## src/include/gate_drive_pkg.sv

```systemverilog
// Constants, field layout and carrier types of the gate drive configuration bank.
// Assumes a 10 MHz logic clock; all cycle counts derive from its period.
package gate_drive_pkg;

  localparam int CLK_PERIOD_NS = 100;

  // Register addresses
  localparam logic [3:0] ADDR_FAULT_1 = 4'h0;
  localparam logic [3:0] ADDR_FAULT_2 = 4'h1;
  localparam logic [3:0] ADDR_DRV_CTRL = 4'h2;
  localparam logic [3:0] ADDR_HS_DRIVE = 4'h3;
  localparam logic [3:0] ADDR_LS_DRIVE = 4'h4;
  localparam logic [3:0] ADDR_OCP_CTRL = 4'h5;

  // Field positions
  localparam int LOCK_LSB = 8;
  localparam int SRC_LSB = 4;
  localparam int SNK_LSB = 0;
  localparam int CBC_BIT = 10;
  localparam int PEAK_LSB = 8;
  localparam int RETRY_BIT = 10;
  localparam int DEAD_LSB = 8;
  localparam int MODE_LSB = 6;
  localparam int FILTER_LSB = 4;
  localparam int THRESH_LSB = 0;
  localparam int CLEAR_BIT = 0;
  localparam int FLOAT_BIT = 2;
  localparam int CTRL_LOCKED_BITS = 3;
  localparam int FAULT_ANY_BIT = 10;
  localparam int FAULT_VDS_BIT = 9;
  localparam int FAULT_SEN_BIT = 10;

  // Values after reset
  localparam logic [10:0] CTRL_RESET = 11'h000;
  localparam logic [10:0] HS_RESET = 11'h3ff;
  localparam logic [10:0] LS_RESET = 11'h7ff;
  localparam logic [10:0] OCP_RESET = 11'h159;

  // Lock codes
  localparam logic [2:0] LOCK_CODE = 3'h6;
  localparam logic [2:0] UNLOCK_CODE = 3'h3;

  // Serial frame: R/W bit, 4 address bits, 11 data bits
  localparam logic [4:0] SPI_FRAME_BITS = 5'h10;
  localparam logic [4:0] SPI_HEAD_BITS = 5'h05;
  localparam logic [4:0] SPI_COUNT_MAX = 5'h1f;

  // Times
  localparam int RETRY_LONG_NS = 4000000;
  localparam int RETRY_SHORT_NS = 50000;
  localparam int FILTER_STEP_NS = 2000;
  localparam int DEAD_BASE_NS = 50;
  localparam int PEAK_BASE_NS = 500;

  // Least time to whole cycles, never below one
  function automatic int ns_to_cycles(input int ns);
    int c;
    c = (ns + CLK_PERIOD_NS - 1) / CLK_PERIOD_NS;
    return (c < 1) ? 1 : c;
  endfunction : ns_to_cycles

  localparam int RETRY_LONG_CYCLES = ns_to_cycles(RETRY_LONG_NS);
  localparam int RETRY_SHORT_CYCLES = ns_to_cycles(RETRY_SHORT_NS);

  function automatic logic [2:0] dead_cycles(input logic [1:0] code);
    return 3'(ns_to_cycles(DEAD_BASE_NS << code));
  endfunction : dead_cycles

  function automatic logic [5:0] peak_cycles(input logic [1:0] code);
    return 6'(ns_to_cycles(PEAK_BASE_NS << code));
  endfunction : peak_cycles

  function automatic logic [6:0] filter_cycles(input logic [1:0] code);
    return 7'(ns_to_cycles(FILTER_STEP_NS * (int'(code) + 1)));
  endfunction : filter_cycles

  typedef enum logic [1:0] {OCP_LATCH, OCP_RETRY, OCP_REPORT, OCP_IGNORE} overcurrent_response_select_e;

  typedef struct packed {
    logic [3:0] addr;
    logic [10:0] data;
  } spi_write_s;

  typedef struct packed {
    logic [3:0] high_side_source_strength;
    logic [3:0] high_side_sink_strength;
    logic [3:0] low_side_source_strength;
    logic [3:0] low_side_sink_strength;
    logic [5:0] peak_current_cycles;
    logic [2:0] dead_time_cycles;
    logic [3:0] drain_source_threshold_code;
  } drive_cfg_s;

endpackage : gate_drive_pkg

```

## src/rtl/gate_drive_ocp_config_regs.sv

```systemverilog
// Gate drive and overcurrent configuration bank with lock, written over a serial port.
// Overcurrent inputs and PWM activity arrive asynchronously from the analog side.
// Overview of operation
// - Code 110b while unlocked locks the bank
// - Locked: lock field and control bits 2-0 writable
// - Unlocked: other lock codes change nothing
// - Code 011b unlocks; lock field resets to 011b
// - Locked: codes other than 011b stay locked
// - 0x03 holds lock, source, sink; strengths 1111b
// - 0x04 holds cycle clear, drive time, strengths
// - 0x05 holds retry, dead, mode, filter, threshold
// - Drive time 500/1000/2000/4000 ns, reset 11b
// - Cycle clear ends retry fault on PWM
// - Retry interval 4 ms or 50 us
// - Dead time 100/100/200/400 ns (50 ns rounds up to one cycle), reset 01b
// - Mode 00b latches fault until cleared
// - Mode 01b fault clears after retry interval
// - Mode 10b reports only, drive untouched
// - Mode 11b neither reports nor acts
// - Filter 2/4/6/8 us before recognition
// - Clear bit clears faults, self-resets
// - Float bit puts all switches Hi-Z
`timescale 1ns/1ps
module gate_drive_ocp_config_regs #(
  parameter int RETRY_LONG_CYCLES = gate_drive_pkg::RETRY_LONG_CYCLES
) (
  input wire logic CLOCK,
  input wire logic RESET_N,
  input wire logic SPI_CS_N,
  input wire logic SPI_SCLK,
  input wire logic SPI_SDI,
  output logic SPI_SDO,
  output logic SPI_SDO_OE,
  input wire logic VDS_OVERCURRENT,
  input wire logic SENSE_OVERCURRENT,
  input wire logic PWM_INPUT,
  output logic FAULT_N,
  output logic DRIVE_INHIBIT,
  output logic OUTPUTS_FLOAT,
  output logic BANK_LOCKED,
  output gate_drive_pkg::drive_cfg_s DRIVE_CFG
);
  logic [10:0] ctrl_ff, hs_ff, ls_ff, ocp_ff;
  logic locked_ff;
  logic wr_valid;
  gate_drive_pkg::spi_write_s wr;
  logic [3:0] rd_addr;
  logic [10:0] rd_data;
  logic [2:0] p0_ff, p1_ff, p2_ff, pin_ff;
  logic pwm_prev_ff, pwm_edge;
  logic [1:0] flag_ff, event_hit;
  logic [6:0] filt_cnt_ff [2];
  logic [15:0] timer_ff [2];
  logic [6:0] filt_limit;
  logic [15:0] retry_load;
  gate_drive_pkg::overcurrent_response_select_e mode;
  logic wr_hs, wr_ctrl, unlock_req, clear_req, cbc;

  spi_frame_port u_port (
    .clk(CLOCK),
    .rst_n(RESET_N),
    .cs_n_pin(SPI_CS_N),
    .sclk_pin(SPI_SCLK),
    .sdi_pin(SPI_SDI),
    .rd_data(rd_data),
    .rd_addr(rd_addr),
    .wr_valid(wr_valid),
    .wr(wr),
    .sdo(SPI_SDO),
    .sdo_oe(SPI_SDO_OE)
  );

  assign wr_hs = wr_valid && wr.addr == gate_drive_pkg::ADDR_HS_DRIVE;
  assign wr_ctrl = wr_valid && wr.addr == gate_drive_pkg::ADDR_DRV_CTRL;
  assign unlock_req = wr_hs && wr.data[gate_drive_pkg::LOCK_LSB +: 3] == gate_drive_pkg::UNLOCK_CODE;
  assign mode = gate_drive_pkg::overcurrent_response_select_e'(ocp_ff[gate_drive_pkg::MODE_LSB +: 2]);
  assign clear_req = ctrl_ff[gate_drive_pkg::CLEAR_BIT];
  assign cbc = ls_ff[gate_drive_pkg::CBC_BIT];
  assign filt_limit = gate_drive_pkg::filter_cycles(ocp_ff[gate_drive_pkg::FILTER_LSB +: 2]);
  // Retry interval select
  assign retry_load = ocp_ff[gate_drive_pkg::RETRY_BIT] ? 16'(gate_drive_pkg::RETRY_SHORT_CYCLES) :
                      16'(RETRY_LONG_CYCLES);

  // Lock state
  always_ff @(posedge CLOCK)
  begin
    if (!RESET_N)
      locked_ff <= 1'b0;
    else if (wr_hs)
    begin
      if (!locked_ff && wr.data[gate_drive_pkg::LOCK_LSB +: 3] == gate_drive_pkg::LOCK_CODE)
        locked_ff <= 1'b1;
      else if (locked_ff && unlock_req)
        locked_ff <= 1'b0;
    end
  end

  // Driver control: clear bit self-resets, only low bits writable while locked
  always_ff @(posedge CLOCK)
  begin
    if (!RESET_N)
      ctrl_ff <= gate_drive_pkg::CTRL_RESET;
    else if (wr_ctrl && locked_ff)
      ctrl_ff <= {ctrl_ff[10:gate_drive_pkg::CTRL_LOCKED_BITS],
                  wr.data[gate_drive_pkg::CTRL_LOCKED_BITS-1:0]};
    else if (wr_ctrl)
      ctrl_ff <= wr.data;
    else
      ctrl_ff[gate_drive_pkg::CLEAR_BIT] <= 1'b0;
  end

  // High-side strengths and lock field
  always_ff @(posedge CLOCK)
  begin
    if (!RESET_N)
      hs_ff <= gate_drive_pkg::HS_RESET;
    else if (wr_hs)
    begin
      hs_ff[gate_drive_pkg::LOCK_LSB +: 3] <= wr.data[gate_drive_pkg::LOCK_LSB +: 3];
      if (!locked_ff)
        hs_ff[7:0] <= wr.data[7:0];
    end
  end

  // Low-side strengths, drive time, cycle clear; overcurrent control
  always_ff @(posedge CLOCK)
  begin
    if (!RESET_N)
    begin
      ls_ff <= gate_drive_pkg::LS_RESET;
      ocp_ff <= gate_drive_pkg::OCP_RESET;
    end
    else if (wr_valid && !locked_ff)
    begin
      if (wr.addr == gate_drive_pkg::ADDR_LS_DRIVE)
        ls_ff <= wr.data;
      if (wr.addr == gate_drive_pkg::ADDR_OCP_CTRL)
        ocp_ff <= wr.data;
    end
  end

  // Read mux; reads work whether locked or not
  always_comb
  begin
    rd_data = 11'h000;
    unique case (rd_addr)
      gate_drive_pkg::ADDR_FAULT_1:
      begin
        rd_data[gate_drive_pkg::FAULT_ANY_BIT] = |flag_ff;
        rd_data[gate_drive_pkg::FAULT_VDS_BIT] = flag_ff[0];
      end
      gate_drive_pkg::ADDR_FAULT_2: rd_data[gate_drive_pkg::FAULT_SEN_BIT] = flag_ff[1];
      gate_drive_pkg::ADDR_DRV_CTRL: rd_data = ctrl_ff;
      gate_drive_pkg::ADDR_HS_DRIVE: rd_data = hs_ff;
      gate_drive_pkg::ADDR_LS_DRIVE: rd_data = ls_ff;
      gate_drive_pkg::ADDR_OCP_CTRL: rd_data = ocp_ff;
      default: rd_data = 11'h000;
    endcase
  end

  // Pin synchronisers: bit 0 drain-source, bit 1 sense, bit 2 PWM
  always_ff @(posedge CLOCK)
  begin
    if (!RESET_N)
    begin
      p0_ff <= 3'h0;
      p1_ff <= 3'h0;
      p2_ff <= 3'h0;
    end
    else
    begin
      p0_ff <= {PWM_INPUT, SENSE_OVERCURRENT, VDS_OVERCURRENT};
      p1_ff <= p0_ff;
      p2_ff <= p1_ff;
    end
  end

  for (genvar i = 0; i < 3; i++)
  begin : g_pin
    always_ff @(posedge CLOCK)
    begin
      if (!RESET_N)
        pin_ff[i] <= 1'b0;
      else if (p1_ff[i] == p2_ff[i])
        pin_ff[i] <= p2_ff[i];
    end
  end

  always_ff @(posedge CLOCK)
  begin
    if (!RESET_N)
      pwm_prev_ff <= 1'b0;
    else
      pwm_prev_ff <= pin_ff[2];
  end

  assign pwm_edge = pin_ff[2] & ~pwm_prev_ff;

  // Per source: filter, fault flag, retry timer
  for (genvar i = 0; i < 2; i++)
  begin : g_src
    assign event_hit[i] = pin_ff[i] && filt_cnt_ff[i] == filt_limit - 7'h01;

    always_ff @(posedge CLOCK)
    begin
      if (!RESET_N || !pin_ff[i])
        filt_cnt_ff[i] <= 7'h00;
      else if (filt_cnt_ff[i] < filt_limit)
        filt_cnt_ff[i] <= filt_cnt_ff[i] + 7'h01;
    end

    always_ff @(posedge CLOCK)
    begin
      if (!RESET_N)
      begin
        flag_ff[i] <= 1'b0;
        timer_ff[i] <= 16'h0000;
      end
      else if (event_hit[i] && mode != gate_drive_pkg::OCP_IGNORE)
      begin
        flag_ff[i] <= 1'b1;
        timer_ff[i] <= retry_load;
      end
      else if (flag_ff[i])
      begin
        if (clear_req)
          flag_ff[i] <= 1'b0;
        else if (mode == gate_drive_pkg::OCP_RETRY && cbc && pwm_edge)
          flag_ff[i] <= 1'b0;
        else if (mode == gate_drive_pkg::OCP_RETRY)
        begin
          if (timer_ff[i] <= 16'h0001)
            flag_ff[i] <= 1'b0;
          else
            timer_ff[i] <= timer_ff[i] - 16'h0001;
        end
      end
    end
  end

  // Registered outputs
  always_ff @(posedge CLOCK)
  begin
    if (!RESET_N)
    begin
      FAULT_N <= 1'b1;
      DRIVE_INHIBIT <= 1'b0;
      OUTPUTS_FLOAT <= 1'b0;
    end
    else
    begin
      FAULT_N <= ~(|flag_ff);
      DRIVE_INHIBIT <= (|flag_ff) && (mode == gate_drive_pkg::OCP_LATCH
                                      || mode == gate_drive_pkg::OCP_RETRY);
      OUTPUTS_FLOAT <= ctrl_ff[gate_drive_pkg::FLOAT_BIT];
    end
  end

  assign BANK_LOCKED = locked_ff;

  always_ff @(posedge CLOCK)
  begin
    if (!RESET_N)
      DRIVE_CFG <= '0;
    else
    begin
      DRIVE_CFG.high_side_source_strength <= hs_ff[gate_drive_pkg::SRC_LSB +: 4];
      DRIVE_CFG.high_side_sink_strength <= hs_ff[gate_drive_pkg::SNK_LSB +: 4];
      DRIVE_CFG.low_side_source_strength <= ls_ff[gate_drive_pkg::SRC_LSB +: 4];
      DRIVE_CFG.low_side_sink_strength <= ls_ff[gate_drive_pkg::SNK_LSB +: 4];
      DRIVE_CFG.peak_current_cycles <= gate_drive_pkg::peak_cycles(ls_ff[gate_drive_pkg::PEAK_LSB +: 2]);
      DRIVE_CFG.dead_time_cycles <= gate_drive_pkg::dead_cycles(ocp_ff[gate_drive_pkg::DEAD_LSB +: 2]);
      DRIVE_CFG.drain_source_threshold_code <= ocp_ff[gate_drive_pkg::THRESH_LSB +: 4];
    end
  end
endmodule : gate_drive_ocp_config_regs

```

## src/rtl/spi_frame_port.sv

```systemverilog
// Serial port of the configuration bank: 16-bit frames, MSB first.
// Pins are asynchronous; SDI sampled on SCLK fall, SDO changes on SCLK rise.
`timescale 1ns/1ps
module spi_frame_port (
  input wire logic clk,
  input wire logic rst_n,
  input wire logic cs_n_pin,
  input wire logic sclk_pin,
  input wire logic sdi_pin,
  input wire logic [10:0] rd_data,
  output logic [3:0] rd_addr,
  output logic wr_valid,
  output gate_drive_pkg::spi_write_s wr,
  output logic sdo,
  output logic sdo_oe
);
  // Bit 0 chip select, bit 1 clock, bit 2 data
  logic [2:0] s0_ff, s1_ff, s2_ff, filt_ff;
  logic sclk_prev_ff, cs_prev_ff, load_ff;
  logic [15:0] shift_in_ff;
  logic [4:0] count_ff;
  logic [10:0] out_ff;
  logic sclk_rise, sclk_fall, cs_rise, active;

  always_ff @(posedge clk)
  begin
    if (!rst_n)
    begin
      s0_ff <= 3'h1;
      s1_ff <= 3'h1;
      s2_ff <= 3'h1;
    end
    else
    begin
      s0_ff <= {sdi_pin, sclk_pin, cs_n_pin};
      s1_ff <= s0_ff;
      s2_ff <= s1_ff;
    end
  end

  for (genvar i = 0; i < 3; i++)
  begin : g_filter
    always_ff @(posedge clk)
    begin
      if (!rst_n)
        filt_ff[i] <= (i == 0);
      else if (s1_ff[i] == s2_ff[i])
        filt_ff[i] <= s2_ff[i];
    end
  end

  always_ff @(posedge clk)
  begin
    if (!rst_n)
    begin
      sclk_prev_ff <= 1'b0;
      cs_prev_ff <= 1'b1;
    end
    else
    begin
      sclk_prev_ff <= filt_ff[1];
      cs_prev_ff <= filt_ff[0];
    end
  end

  assign active = ~filt_ff[0];
  assign sclk_rise = active & filt_ff[1] & ~sclk_prev_ff;
  assign sclk_fall = active & ~filt_ff[1] & sclk_prev_ff;
  assign cs_rise = filt_ff[0] & ~cs_prev_ff;
  assign rd_addr = shift_in_ff[3:0];

  always_ff @(posedge clk)
  begin
    if (!rst_n || !active)
    begin
      shift_in_ff <= 16'h0000;
      count_ff <= 5'h00;
    end
    else if (sclk_fall)
    begin
      shift_in_ff <= {shift_in_ff[14:0], filt_ff[2]};
      if (count_ff != gate_drive_pkg::SPI_COUNT_MAX)
        count_ff <= count_ff + 5'h01;
    end
  end

  // Read data loaded once the address is complete
  always_ff @(posedge clk)
  begin
    if (!rst_n || !active)
    begin
      load_ff <= 1'b0;
      out_ff <= 11'h000;
      sdo <= 1'b0;
    end
    else
    begin
      load_ff <= sclk_fall && (count_ff == gate_drive_pkg::SPI_HEAD_BITS - 5'h01);
      if (load_ff)
        out_ff <= rd_data;
      else if (sclk_rise && count_ff >= gate_drive_pkg::SPI_HEAD_BITS)
      begin
        sdo <= out_ff[10];
        out_ff <= {out_ff[9:0], 1'b0};
      end
    end
  end

  always_ff @(posedge clk)
  begin
    if (!rst_n)
    begin
      wr_valid <= 1'b0;
      wr <= '0;
      sdo_oe <= 1'b0;
    end
    else
    begin
      sdo_oe <= active;
      wr_valid <= cs_rise && count_ff == gate_drive_pkg::SPI_FRAME_BITS && !shift_in_ff[15];
      if (cs_rise)
        wr <= shift_in_ff[14:0];
    end
  end

endmodule : spi_frame_port

```

## config.mk

```make
export PLATFORM = sky130hd
export DESIGN_NAME = gate_drive_ocp_config_regs
export DESIGN_NICKNAME = d
export VERILOG_FILES = /design/src/include/gate_drive_pkg.sv /design/src/rtl/gate_drive_ocp_config_regs.sv /design/src/rtl/spi_frame_port.sv
export SDC_FILE = /design/constraint.sdc
export NUM_CORES = 1
export LEC_CHECK = 0
export BUFFER_PORTS_ARGS = -buffer_cell sky130_fd_sc_hd__buf_2
export CAP_MARGIN = 20
export CORE_MARGIN = 5
export CORE_UTILIZATION = 60
export DETAILED_ROUTE_END_ITERATION = 16
export PLACE_DENSITY = 0.87
export SYNTH_ARGS = -nofsm -noshare
export SYNTH_HDL_FRONTEND = slang
export SYNTH_HIERARCHICAL = 1
export SYNTH_SLANG_ARGS = --single-unit
```

## constraint.sdc

```tcl
create_clock -name CLOCK -period 20.1 [get_ports CLOCK]
set_input_delay 1.005 -clock CLOCK [delete_from_list [all_inputs] [get_ports CLOCK]]
set_output_delay 1.005 -clock CLOCK [all_outputs]
set_load 0.03 [all_outputs]
```

==> impl_metrics.py <==
metrics = {
    "detailed_routing": {
        "drcViolationCount": 0,
        "num_vias": 8033,
        "ant_nets": 0,
        "wire_per_inst_um": 16.3,
        "drt_wl_total_um": 22500,
        "drt_iter0_markers": 697,
        "vias_per_cell": 5.81,
        "dr.pass1.iters": 5,
    },
    "clock_tree": {
        "cts_root_buf": "clkbuf_16",
        "post_cts_resized": 0,
        "post-cts-setup-buffers": 0,
        "cts_buffer_depth": 3,
        "ctsHoldBuffers": 0,
        "insertion_delay_ns": 0.50,
        "htreeDepth": 1,
        "cts_tree": "done",
        "cts_inserted_buffers": 21,
        "cts.sinks": 203,
        "clkSlewWorstSetupHoldPaths_ns": 0.06,
    },
    "hold_path": {
        "hold_depth": 1,
        "min_from": "u_port/s0_ff[0]$_SDFF_PN1_",
        "hold_end": "u_port/s1_ff[0]$_SDFF_PN1_",
        "hold_class": "reg2reg",
    },
    "global_route": {
        "grt.met2_usage_pct": 36.5,
        "grt-ovfl-total": 0,
        "grt_pass1_vias": 7718,
        "grt_max_degree": 81,
        "track_usage_pct": 22.2,
        "grt_pass1_wl_um": 37700,
        "busiest_layer": "met2",
        "use_met1_pct": 30.7,
        "grt_use_met3_pct": 3.56,
        "antenna_found_initial": 0,
    },
    "floorplanning": {
        "dieArea_um2": 19900,
        "ios": 43,
        "rows": 48,
        "initial_utilization_pct": 60.3,
        "die-height_um": 141,
        "die_x_um": 141,
        "core_um2": 17100,
    },
    "pwr": {
        "p_int_mw": 0.671,
        "swShare_pct": 20.6,
        "switchingPower_mw": 0.174,
        "seqPwrFrac_pct": 50.3,
        "ir_drop_uv": 54.7,
        "power_frac_comb_pct": 2.7,
        "p_leak_nw": 4.54,
        "power.density_nw_per_um2": 74.7,
        "power_frac_clock_pct": 47.0,
    },
    "sta": {
        "hold_ws_ns": 0.418,
        "worstMarginPinSlew_ns": 1.02,
        "setup_viol": 0,
        "skew_ns": 0.0143,
        "fin_crit_ns": 8.02,
        "min_period_over_period_pct": 39.9,
        "slew_headroom_pct": 32.0,
        "max_freq_ghz": 0.125,
        "tns_ns": 0,
        "finalHoldViolCount": 0,
        "final_max_slew_viol_count": 0,
        "rsz0062_at_grt": "false",
    },
    "synthesis": {
        "synth_edf_count": 46,
        "synth_warnings": 6,
        "ys_ff_latch": 203,
        "netlist.area_leader.share_pct": 30.4,
        "synth.largest_area_cell": "dfxtp_1",
        "syn-cell-area_um2": 10300,
        "async_flop_share_pct": 0,
        "yosysSeqAreaShare_pct": 43.8,
        "syn_area_per_cell_um2": 9.16,
        "synthCells": 1127,
        "synthTopCellsByArea": "dfxtp_1 30%, edfxtp_1 13%, nand2_1 7.3%, ha_1 6.8%, mux2i_1 3.8%",
        "synth_ff_type": "dfxtp_1",
        "yosysUniqueCellTypes": 80,
        "syn_nets": 1193,
    },
    "setup_path": {
        "critPathRequiredTime_ns": 20.22,
        "crit_arrival_ns": 8.14,
        "timing.rr.start": "ocp_ff[4]$_SDFFE_PN1P_",
        "max_stage_delay_ns": 0.88,
        "crit_buf_inv": 2,
        "path_delay_family": "adder cells",
        "critPathKind": "reg2reg",
        "path_max_fanout": 21,
        "reg2reg_depth": 21,
        "r2r_slack_ns": 12.08,
        "cp_common_cell": "ha_1",
        "cp_cell_sequence": "inv_1 > ha_1 > xnor2_1 > ha_1 > inv_1 > fa_1 > or3_1 > a2111oi_0 > nor2_1 > ha_1 > a21oi_1 > o211ai_1 > o31ai_1 > a311oi_1 > o21ai_2 > nand3_2 > o32a_1 > xor2_1 > or3b_1 > mux2i_4 > or3b_1",
        "start_kind": "flop",
        "worstReg2RegEnd": "timer_ff[1][6]$_SDFFCE_PN0P_",
        "cp_slowest_cell": "ha_1",
        "endpoint_kind": "flop",
    },
    "placement": {
        "hpwl_um": 15100,
        "finalWeightedCongestion": 0.947,
        "port_buffers": 42,
    },
    "layout": {
        "layout-drive-gt1-share_pct": 9.16,
        "num_antenna_cells": 0,
        "area_growth_pct": 9.52,
        "final_nets": 1208,
    },
    "job": {
        "maxCapViolations": 0,
    },
    "outcome": {
        "status": "complete, no violations",
    },
}
## area by class of cell
cell class / instances / area (µm²)
repair buffers: 49 / 265
clock buffers: 30 / 621
well taps: 225 / 282
clock inverters: 8 / 96.3
multi-input cells: 830 / 5380
fillers: 1314 / 5810
flip-flops and latches: 203 / 4520
inverters: 37 / 139
## sequential cells by signal, indices dropped and copies added (netlist names), 5 cells and up
name,cells
DRIVE_CFG,29
ctrl_ff,11
filt_cnt_ff,14
hs_ff,11
ls_ff,11
ocp_ff,11
timer_ff,32
u_port/count_ff,5
u_port/out_ff,11
u_port/shift_in_ff,16
u_port/wr,15
## power groups by stage
stage               combinational [mW]  clock (mW)  sequential [mW]
floorplan                       0.0124           0            0.438
global placement                0.0223           0            0.434
detailed placement              0.0226           0            0.434
CTS                             0.0229       0.405            0.425
global route                    0.0247       0.423            0.426
finish                          0.0226       0.397            0.425
## placed cells by master, fill, tap and decap left out, drive strengths merged, types with 41 or more instances in the layout
cell and n:
nand2 200, dfxtp 157, nor2 72, nand3 57, ha 56, and2 50, buf 49, edfxtp 46
mux2i 41
## cells by family after synthesis
| group | count (synthesis) | share of synthesized area, % |
|---|---|---|
| AOI/OAI and AO/OA | 160 | 11.1 |
| xor gates and xnor gates | 60 | 5.09 |
| adders and majority gates | 58 | 7.18 |
| buffers and inverters | 94 | 4.07 |
| DFF | 203 | 43.8 |
| muxes | 42 | 4.33 |
| and+or+nand+nor | 510 | 24.4 |
## how the worst max path moves through the flow
| stage | slack (ns) | startpoint | depth (start not counted) | to |
|---|---|---|---|---|
| global placement | 12.47 | ocp_ff[4]$_SDFFE_PN1P_ | 21 | timer_ff[1][11]$_SDFFCE_PN0P_ |
| finish | 12.08 | ocp_ff[4]$_SDFFE_PN1P_ | 21 | timer_ff[1][6]$_SDFFCE_PN0P_ |
| global route | 11.61 | ocp_ff[4]$_SDFFE_PN1P_ | 21 | timer_ff[1][13]$_SDFFCE_PN0P_ |
| detailed placement | 12.26 | ocp_ff[4]$_SDFFE_PN1P_ | 21 | timer_ff[1][13]$_SDFFCE_PN0P_ |
| CTS | 12.22 | ocp_ff[4]$_SDFFE_PN1P_ | 21 | timer_ff[1][2]$_SDFFCE_PN0P_ |
| floorplan | 13.40 | ocp_ff[4]$_SDFFE_PN1P_ | 24 | timer_ff[0][0]$_SDFFCE_PP0P_ |
## through the flow
stage	worst slack, ns	util [%]	std cells	instance area [µm²]	total power, mW
2_1_floorplan	13.40	-	1127	10300	0.451
3_3_place_gp	12.47	61.7	1341	10600	0.456
3_5_place_dp	12.26	61.7	1341	10600	0.457
4_1_cts	12.22	65.9	1379	11300	0.854
5_1_grt	11.61	66.0	1382	11300	0.873
6_report	12.08	66.0	1382	11300	0.845
## layer usage
| metal | routed length, µm | vias up |
|---|---|---|
| li1 | - | 3917 |
| met3 | 1440 | 49 |
| met2 | 10400 | 278 |
| met1 | 10100 | 3789 |
| met5 | 0 | - |
| met4 | 518 | 0 |
## synth_stat cells (3+ instances only)
library cell  instances
nand4_1              15
nand2_1             200
a21boi_0             16
nor4_1               13
nand2b_1             12
o211ai_1             15
xnor2_1              31
a222oi_1             10
nand3_1              56
ha_1                 56
o21ai_0              21
clkbuf_1             33
o2111ai_1             3
nor2_1               71
and3_1                9
nor3_1               18
a22o_1                3
or4_1                 4
a21boi_1              6
buf_2                12
mux2i_1              39
a21oi_1              37
buf_6                 4
nor3b_1               3
and2_1               50
xor2_1               29
dfxtp_1             157
or3b_1                3
a31oi_1               5
a21o_1                3
buf_4                 6
inv_1                35
o21a_1               12
edfxtp_1             46
nor2b_1              31
nand3b_1              5
No activity file was read; power rests on OpenSTA's default activity.
